**src/rtl/oasp_consts.vh**
```
// constants for the octal converter serial port
`ifndef OASP_CONSTS_VH
`define OASP_CONSTS_VH
`define OASP_CTRL_W 8
`define OASP_CHAN_MSB 5
`define OASP_CHAN_LSB 3
`define OASP_CHAN_RST 3'h0
`define OASP_RES_W 10
`define OASP_FRAME_LEN 5'h10
`define OASP_TRACK_END 5'h03
`define OASP_RES_FIRST 5'h05
`define OASP_RES_LAST 5'h0E
`define OASP_CTRL_BITS 5'h08
`define OASP_DBUF_DEPTH 2
`endif

```
**src/rtl/oasp_sync2.v**
```verilog
// two-flop synchroniser for pin inputs
`timescale 1ns/10ps
`default_nettype none
module oasp_sync2 #(
   parameter RST_VAL = 1'b0
) (
   // clock and reset
   input wire mclk,
   input wire reset_n,
   // level in and out
   input wire d_in,
   output reg q_out
);
   reg meta_r;
   // ====================
   // synchroniser
   always @(posedge mclk) begin
      if (!reset_n) begin
         meta_r <= RST_VAL;
         q_out <= RST_VAL;
      end else begin
         meta_r <= d_in;
         q_out <= meta_r;
      end
   end
endmodule
`default_nettype wire

```
**src/rtl/oasp_serial_port.v**
```verilog
// control logic and serial port of the octal 10-bit converter
// How it works
// - a frame runs from chip select fall to rise; the fall starts a conversion if the clock is low
// - serial_out is driven only while chip select is low
// - serial clock is ignored while chip select is high
// - track for three clocks, then hold and convert for thirteen
// - falls 1-4 zeros, 5-14 result msb first, 15-16 zeros
// - back to track on the first fall after each sixteenth rise; hold again on fourth fall
// - select falling with clock high: tracking starts on next clock fall
// - select falling with clock low: the fall counts as first clock fall
// - first eight rising edges of each conversion load the control word
// - a loaded channel code applies to the next conversion only
// - control bits 7, 6, 2, 1 and 0 are ignored
// - bits 5..3 pick channel 0 to 7 as unsigned binary
// - channel field resets to zero; first conversion uses input 0
// - result is straight binary, 1024 codes, supplied by the analog core
// - powered while select low, but down between a 16th and next 1st fall
`timescale 1ns/10ps
`default_nettype none
`include "oasp_consts.vh"
module oasp_serial_port #(
   parameter RES_W = `OASP_RES_W,
   parameter DBUF_DEPTH = `OASP_DBUF_DEPTH
) (
   // clock and reset
   input wire mclk,
   input wire reset_n,
   // serial pins
   input wire chip_select_n,
   input wire serial_clk,
   input wire serial_in,
   output reg serial_out_o,
   output reg serial_out_oe,
   // analog core
   input wire [RES_W-1:0] conv_result,
   input wire conv_valid,
   output reg conv_ready,
   output reg [2:0] channel_sel,
   output reg track_mode,
   output reg powered_up,
   output reg result_lost
);
   // ====================
   // pin synchronisers
   wire cs_n_s;
   wire sclk_s;
   wire sdi_s;
   oasp_sync2 #(.RST_VAL(1'b1)) u_sync_cs (.mclk(mclk), .reset_n(reset_n),
      .d_in(chip_select_n), .q_out(cs_n_s));
   oasp_sync2 #(.RST_VAL(1'b0)) u_sync_clk (.mclk(mclk), .reset_n(reset_n),
      .d_in(serial_clk), .q_out(sclk_s));
   oasp_sync2 #(.RST_VAL(1'b0)) u_sync_sdi (.mclk(mclk), .reset_n(reset_n),
      .d_in(serial_in), .q_out(sdi_s));

   reg cs_n_d_r;
   reg sclk_d_r;
   always @(posedge mclk) begin
      if (!reset_n) begin
         cs_n_d_r <= 1'b1;
         sclk_d_r <= 1'b0;
      end else begin
         cs_n_d_r <= cs_n_s;
         sclk_d_r <= sclk_s;
      end
   end
   wire cs_fall = cs_n_d_r & ~cs_n_s;
   // clock edges only count inside a frame
   wire sclk_rise = ~cs_n_s & ~cs_n_d_r & sclk_s & ~sclk_d_r;
   wire sclk_fall_raw = ~cs_n_s & ~cs_n_d_r & ~sclk_s & sclk_d_r;
   // select falling with clock low is taken as the first clock fall
   wire cs_as_fall = cs_fall & ~sclk_s;
   wire sclk_fall = sclk_fall_raw | cs_as_fall;

   // ====================
   // edge counters
   // fall_cnt_r: falls seen in this conversion, 0..16
   // rise_cnt_r: rises seen in this conversion, 0..16
   localparam ST_IDLE = 3'b001;
   localparam ST_TRACK = 3'b010;
   localparam ST_HOLD = 3'b100;
   reg [2:0] state_r;
   reg [2:0] state_nxt;
   reg [4:0] fall_cnt_r;
   reg [4:0] rise_cnt_r;
   reg [`OASP_CTRL_W-1:0] ctrl_shift_r;
   reg [RES_W-1:0] out_shift_r;
   reg pend_load_r;

   // ====================
   // two-entry result buffer
   // the analog core may finish early; a full buffer stalls it, not drops
   reg [RES_W-1:0] buf_mem [0:DBUF_DEPTH-1];
   reg buf_wp_r;
   reg buf_rp_r;
   reg [1:0] buf_cnt_r;
   wire buf_empty = (buf_cnt_r == 2'h0);
   // a word is taken only while ready stands, so ready must see the
   // count that this edge leaves behind
   wire buf_push = conv_valid & conv_ready;
   // drain side: the shifter takes a word at the fourth fall of a conversion
   wire load_point = sclk_fall & (fall_cnt_r == `OASP_TRACK_END);
   wire buf_pop = pend_load_r & ~buf_empty;
   wire [1:0] buf_cnt_nxt = buf_cnt_r + {1'b0, buf_push} - {1'b0, buf_pop};
   always @(posedge mclk) begin
      if (!reset_n) begin
         buf_wp_r <= 1'b0;
         buf_rp_r <= 1'b0;
         buf_cnt_r <= 2'h0;
      end else begin
         if (buf_push) begin
            buf_mem[buf_wp_r] <= conv_result;
            buf_wp_r <= ~buf_wp_r;
         end
         if (buf_pop)
            buf_rp_r <= ~buf_rp_r;
         case ({buf_push, buf_pop})
            2'b10: buf_cnt_r <= buf_cnt_r + 2'h1;
            2'b01: buf_cnt_r <= buf_cnt_r - 2'h1;
            default: buf_cnt_r <= buf_cnt_r;
         endcase
      end
   end

   // ====================
   // track / hold sequencing
   always @* begin
      state_nxt = state_r;
      case (state_r)
         ST_IDLE: begin
            if (cs_as_fall)
               state_nxt = ST_TRACK;
         end
         ST_TRACK: begin
            if (sclk_fall & (fall_cnt_r == `OASP_TRACK_END))
               state_nxt = ST_HOLD;
         end
         ST_HOLD: begin
            if (sclk_fall & (fall_cnt_r == `OASP_FRAME_LEN))
               state_nxt = ST_TRACK;
         end
         default: state_nxt = ST_IDLE;
      endcase
      if (state_r == ST_IDLE && sclk_fall_raw)
         state_nxt = ST_TRACK;
      if (cs_n_s)
         state_nxt = ST_IDLE;
   end

   always @(posedge mclk) begin
      if (!reset_n) begin
         state_r <= ST_IDLE;
         fall_cnt_r <= 5'h00;
         rise_cnt_r <= 5'h00;
         ctrl_shift_r <= {`OASP_CTRL_W{1'b0}};
         channel_sel <= `OASP_CHAN_RST;
         out_shift_r <= {RES_W{1'b0}};
         pend_load_r <= 1'b0;
         serial_out_o <= 1'b0;
         serial_out_oe <= 1'b0;
         track_mode <= 1'b0;
         powered_up <= 1'b0;
         conv_ready <= 1'b0;
         result_lost <= 1'b0;
      end else begin
         state_r <= state_nxt;
         conv_ready <= (buf_cnt_nxt < DBUF_DEPTH);
         serial_out_oe <= ~cs_n_s;
         track_mode <= (state_nxt == ST_TRACK);
         if (cs_n_s) begin
            fall_cnt_r <= 5'h00;
            rise_cnt_r <= 5'h00;
            serial_out_o <= 1'b0;
            powered_up <= 1'b0;
            pend_load_r <= 1'b0;
         end else begin
            if (cs_fall)
               powered_up <= 1'b1;
            // ---- falling edges: count and shift out
            if (sclk_fall) begin
               if (fall_cnt_r == `OASP_FRAME_LEN) begin
                  fall_cnt_r <= 5'h01;
                  powered_up <= 1'b1;
               end else begin
                  fall_cnt_r <= fall_cnt_r + 5'h01;
               end
               if (fall_cnt_r == `OASP_FRAME_LEN - 5'h01)
                  powered_up <= 1'b0;
               // falls 1..4 and 15..16 give zeros
               if (fall_cnt_r >= `OASP_RES_FIRST - 5'h01 &&
                   fall_cnt_r <= `OASP_RES_LAST - 5'h01) begin
                  serial_out_o <= out_shift_r[RES_W-1];
                  out_shift_r <= {out_shift_r[RES_W-2:0], 1'b0};
               end else begin
                  serial_out_o <= 1'b0;
               end
            end
            if (load_point)
               pend_load_r <= 1'b1;
            if (buf_pop) begin
               out_shift_r <= buf_mem[buf_rp_r];
               pend_load_r <= 1'b0;
            end
            if (load_point & ~buf_pop & buf_empty)
               result_lost <= 1'b1;
            // ---- rising edges: control word
            if (sclk_rise) begin
               if (rise_cnt_r == `OASP_FRAME_LEN)
                  rise_cnt_r <= 5'h01;
               else
                  rise_cnt_r <= rise_cnt_r + 5'h01;
               if (rise_cnt_r < `OASP_CTRL_BITS || 
                   rise_cnt_r == `OASP_FRAME_LEN)
                  ctrl_shift_r <= {ctrl_shift_r[`OASP_CTRL_W-2:0],
                     sdi_s};
               // eighth bit in: take the channel for the next conversion
               if (rise_cnt_r == `OASP_CTRL_BITS - 5'h01)
                  channel_sel <= ctrl_shift_r[`OASP_CHAN_MSB-1:
                     `OASP_CHAN_LSB-1];
            end
         end
      end
   end
endmodule
`default_nettype wire

```
**config.mk**
```make
export PLATFORM = sky130hd
export DESIGN_NAME = oasp_serial_port
export DESIGN_NICKNAME = d
export VERILOG_FILES = /design/src/rtl/oasp_sync2.v /design/src/rtl/oasp_serial_port.v
export VERILOG_INCLUDE_DIRS = /design/src /design/src/rtl
export SDC_FILE = /design/constraint.sdc
export NUM_CORES = 1
export LEC_CHECK = 0
export ABC_AREA = 1
export BUFFER_PORTS_ARGS = -buffer_cell sky130_fd_sc_hd__buf_4
export CORE_UTILIZATION = 63
export CTS_CLUSTER_DIAMETER = 150
export DETAILED_ROUTE_END_ITERATION = 10
export GPL_ROUTABILITY_DRIVEN = 0
export MAX_ROUTING_LAYER = met4
export PLACE_DENSITY = 0.83
export SYNTH_ARGS = -nofsm -noshare
export SYNTH_HDL_FRONTEND = slang
export SYNTH_SLANG_ARGS = --single-unit
```
**constraint.sdc**
```tcl
create_clock -name mclk -period 5.25 [get_ports mclk]
set_clock_uncertainty 0.15 [all_clocks]
set_input_delay 0.7875 -clock mclk [delete_from_list [all_inputs] [get_ports mclk]]
set_output_delay 0.7875 -clock mclk [all_outputs]
set_load 0.1 [all_outputs]
```
Word-level counts from Yosys, hierarchy flattened
Memory sizes are Yosys's and may differ from the RTL's. A register that Yosys moved wholly into a read port is not among the register bits.
Index checks and enable logic that the tools add are counted.
Storage, ports and cells
  memory bits (writable): 20
  output and inout port bits: 9
  input bits: 16
  memories kept: 1
  register bits: 50
Memories
  buf_mem: depth 2, bits a word 10, rd ports 1, clocked after memory_dff 1, write ports 1, RTL line oasp_serial_port.v:92  | reg [RES_W-1:0] buf_mem [0:DBUF_DEPTH-1];
Operators by class
  order comparisons: 4
  equal/unequal tests: 11
  muxes and demuxes: 22
  reductions and logical operators: 13
  add/sub/neg operators: 6
  bitwise gates (word level): 23
Operators by type and width (number)
  $mux W10: 3
  $mux W3: 5
  $and A1 B1 Y1: 13
  $add A5 B1 Y5 const B: 2
  $eq A5 B5 Y1 const B: 2
  $mux W1: 10
  $mux W5: 2
  $not A1 Y1: 9
  $pmux W3 S3: 1
  $reduce_and A3 Y1: 3
  $eq A3 B2 Y1 const B: 2
  $reduce_bool A2 Y1: 3
  $eq A5 B2 Y1 const B: 1
  $eq A5 B3 Y1 const B: 1
  $eq A5 B4 Y1 const B: 1
  $ge A5 B3 Y1 const B: 1
  $le A5 B4 Y1 const B: 1
  $lt A5 B4 Y1 const B: 1
  $pmux W2 S2: 1
  $eq A3 B1 Y1 const B: 1
  $eq A3 B3 Y1 const B: 1
  $reduce_or A3 Y1: 1
  $add A2 B1 Y2: 1
  $add A2 B1 Y2 const B: 1
  other kinds (11): 12

Longest topological paths before layout
  depth in word-level cells: 11
  depth in mapped cells: 11

By module
Synthesis repeated with hierarchy kept, for this count alone.
Unflattened totals
  cell total of the unflattened synthesis: 377
  area, all modules: 3000.4 um^2
By module, submodules not included
  oasp_serial_port: cells an instance 359, area an instance 2835.2 um^2, sequential area each 1501.4 um^2, times used 1
  oasp_sync2: cells an instance 6, area an instance 55.1 um^2, sequential area each 40.0 um^2, times used 3

Least setup slack after synthesis
OpenSTA, ideal clock, no wires.
  kind: reg-to-reg
  start: register conv_ready
  end: memory buf_mem[1][0] in the netlist's numbering (enable)
  path slack: 2.782 ns
  arrival time: 1.928 ns
  clock period less this slack: 2.468 ns
  stages on the path, launching flop included: 3
  setup time: 0.390 ns
  required time: 4.710 ns
  cells stage by stage: dfxtp_1 > nand2_1 > nor3_1
Between the ends
  cells in the longest elaborated chain, start to end: 4
RTL lines
  from (decl): RTL line oasp_serial_port.v:37  | output reg conv_ready,
  from (signal assigned): RTL line oasp_serial_port.v:166  | conv_ready <= (buf_cnt_nxt < DBUF_DEPTH);
  $and A1 B1 Y1: RTL line oasp_serial_port.v:99  | wire buf_push = conv_valid & conv_ready;
  $mux W1: RTL line oasp_serial_port.v:110  | if (buf_push) begin
  $mux W1: RTL line oasp_serial_port.v:105  | if (!reset_n) begin
  $mux W1 (implied by the code): RTL line oasp_serial_port.v:111  | buf_mem[buf_wp_r] <= conv_result;
  to (decl): RTL line oasp_serial_port.v:92
Every way passes these cells.

Final worst setup path
  start: input reset_n
  end: memory buf_mem[1][4] in the netlist's numbering (enable)
Between the ends
  cells in the longest elaborated chain, start to end: 2
RTL lines
  from (decl): RTL line oasp_serial_port.v:27  | input wire reset_n,
  $mux W1: RTL line oasp_serial_port.v:105
  $mux W1 (implied by the code): RTL line oasp_serial_port.v:111
Every way passes these cells.

==> key figures <==
Run status
  • Run status: complete, no violations

Clock tree
  • Clock Tree Buf Depth: 2
  • Post-CTS Resized: 0
  • CTS tree: yes
  • Clock root cell: clkbuf_8
  • Hold buffer count at CTS: 0
  • TritonCTS Buffers: 9
  • Worst-path clk slew: ~70 ps
  • Post-CTS Setup Repair Bufs: 0
  • CTS HTree Levels: 3
  • Latest clock arrival within the worst-skew pair: 350 ps
  • TritonCTS Sinks: 71

GRT
  • Antenna violations before repair: 0
  • Largest net degree at the start of global routing: 29
  • GR Util All Layers: 0.253
  • Congestion Overflow GR: 0
  • Vias in the first global route: roughly 2300
  • First-pass GRT wire length: between 9000 and 10000 µm

Power and ir drop
  • Max IR drop VDD: around 250 µV
  • Clock power share: 0.401
  • Share of power burned in registers: 0.557
  • Internal Power: around 820 µW
  • Leakage: 0.00147 µW
  • Switching pwr: between 200 and 250 µW
  • Sw frac: 0.209
  • Combinational power share: 0.042
  • PwrDens: ~300 mW/mm²

Job
  • Max-cap violations: 0

Worst hold path
  • Hold Path End: u_sync_clk.q_out
  • Hold path depth: 2
  • Hold Path Class: reg2reg
  • Worst Hold Launch: u_sync_clk.meta_r

STA
  • Final hold violations: 0
  • Tcrit/Tclk final: 0.453
  • Slew margin rel.: 0.158
  • Setup TNS: 0 ps
  • Worst-Margin Slew: between 1000 and 1500 ps
  • RSZ-0062 raised after global routing: false
  • Setup violations, final: 0
  • Fmax: between 400 and 500 MHz
  • Final worst path period need: 2380 ps
  • Max-slew violation count: 0
  • Hold_ws: between 200 and 300 ps

Critical path
  • R2R Setup Slk: just under 3000 ps
  • R2r startpoint: u_sync_cs.q_out
  • Depth of the most critical reg-to-reg path: 8
  • WP data required: 5050 ps
  • Critical path endpoint category: flip-flop
  • Worst R2R End: out_shift_r[0]
  • Setup crit start: reset_n
  • Setup CP Type: in2reg
  • CP max FO: 28
  • Crit path DAT: roughly 2200 ps
  • Startpoint types: input pin

Routing
  • Residual DRC: 0
  • Final ANT Viol Nets: 0
  • Routed len/inst: ~12 µm
  • Via Count: ~2400
  • Pre-Repair DR Iteration Count: 4
  • Via density: between 5 and 6
  • Total Routed Length: approximately 5500 µm
  • Initial DRC Count: 185

Die
  • Die Area: between 0.005 and 0.006 mm²
  • FP Rows: 24
  • Die extent in x: 71.1 µm
  • Initial Util: 0.672
  • Die H: between 70 and 80 µm
  • Core area: 0.00447 mm²
  • I/O Pins: 25

Yosys
  • Synth area leader: dfxtp_1
  • Post-synth EDFFs: 20
  • Post-synthesis sequential area ratio: 0.540
  • Yosys warns: 0
  • Cells after synthesis: about 380
  • Area of the mapped netlist: about 0.0030 mm²
  • Area share of the largest cell type after synthesis: 0.340
  • Dominant register cell in the synthesized netlist: dfxtp_1
  • Avg Inst Size Synth: between 7 and 8 µm²
  • Synth unique cells: 28
  • Most numerous cell in the Yosys netlist: nand2_1
  • Post-Syn Nets: 400
  • Synth Register Bits: 71
  • Synth cell count leaders: nand2_1 (108), dfxtp_1 (51), nor2_1 (50)
  • Top post-synthesis cells by area: dfxtp_1 (34%), edfxtp_1 (20%), nand2_1 (13%)
  • FFs w/ async S/R, synth: 0

Cells and area
  • Diode count: 0
  • NumNets Final: around 430
  • Final core utilization: 0.755
  • Area grow syn2layout: 12.4%
  • Share of cells above drive strength 1: 0.111
  • Finished layout cell area: approximately 0.0034 mm²

Place
  • Placed Instance Area: between 0.003 and 0.004 mm²
  • PortBufs: 24
  • Post-DP HPWL: approximately 3600 µm
==> power by group through the flow <==
stage / Clock [µW] / Sequential [µW] / Combinational (µW)
6_report: 415 / 575 / 43.4
5_1_grt: 443 / 576 / 47.8
4_1_cts: 419 / 575 / 43.4
3_5_place_dp: 0 / 587 / 42.8
3_3_place_gp: 0 / 587 / 42.0
2_1_floorplan: 0 / 593 / 21.9
==> worst max-delay path, stage by stage <==
cell	delay [ps]
buf_4	250
inv_2	130
nor3_1	1010
==> registers in the layout (all words and copies together) (netlist names), 2 cells and up, named ones only <==
name          cells
rise_cnt_r        5
buf_mem          20
state_r           3
ctrl_shift_r      5
fall_cnt_r        5
out_shift_r      10
channel_sel       3
buf_cnt_r         2
==> worst max-delay path by stage <==
stage	end	slack [ps]
floorplan	buf_mem[1][0]	2780
global placement	buf_mem[1][2]	2520
detailed placement	buf_mem[1][3]	2490
CTS	buf_mem[1][3]	2850
global route	buf_mem[1][4]	2760
finish	buf_mem[1][4]	2870
==> metrics by stage <==
stage / total power, µW / setup slack [ps] / cells
after global routing: 1070 / 2760 / 458
after global placement: 629 / 2520 / 443
after floorplan: 615 / 2780 / 377
after CTS: 1040 / 2850 / 458
final: 1030 / 2870 / 458
after detailed placement: 630 / 2490 / 443
==> layer usage <==
layer,global-route usage,wire length (µm),part of all wire,vias up
met5,-,0,0,-
met2,0.419,2610,0.48,61
met3,0.0726,259,0.047,17
met1,0.279,2460,0.45,1058
li1,-,-,-,1251
met4,0.127,142,0.026,0
==> cell usage in the layout (no fill, tap or decap), types with 3 or more instances in the layout <==
| cell type | count |
|---|---|
| a21oi_1 | 24 |
| inv_2 | 3 |
| nor2_1 | 50 |
| o21ai_0 | 19 |
| nor3_1 | 6 |
| nand4_1 | 5 |
| ha_1 | 7 |
| nand3_1 | 17 |
| dfxtp_1 | 51 |
| clkbuf_1 | 4 |
| clkbuf_8 | 10 |
| edfxtp_1 | 20 |
| nand2_1 | 108 |
| buf_4 | 24 |
| inv_1 | 41 |
==> cells by family after synthesis <==
family | Yosys count | synth area share
and+or+nand+nor | 192 | 0.262
AOI/OAI and AO/OA | 49 | 0.0862
buffers and inverters | 55 | 0.0745
xor gates and xnor gates | 3 | 0.00874
DFF | 71 | 0.540
adders and majority gates | 7 | 0.0291
==> area by class of cell <==
class,count,area [µm²]
Tap cell,52,65.1
Sequential cell,71,1620
Clock buffer,14,153
Inverter,45,169
Clock inverter,1,30.0
Timing Repair Buffer,24,180
Multi-Input combinational cell,251,1160
Fill cell,338,1100
(Power assumes the default switching activity.)
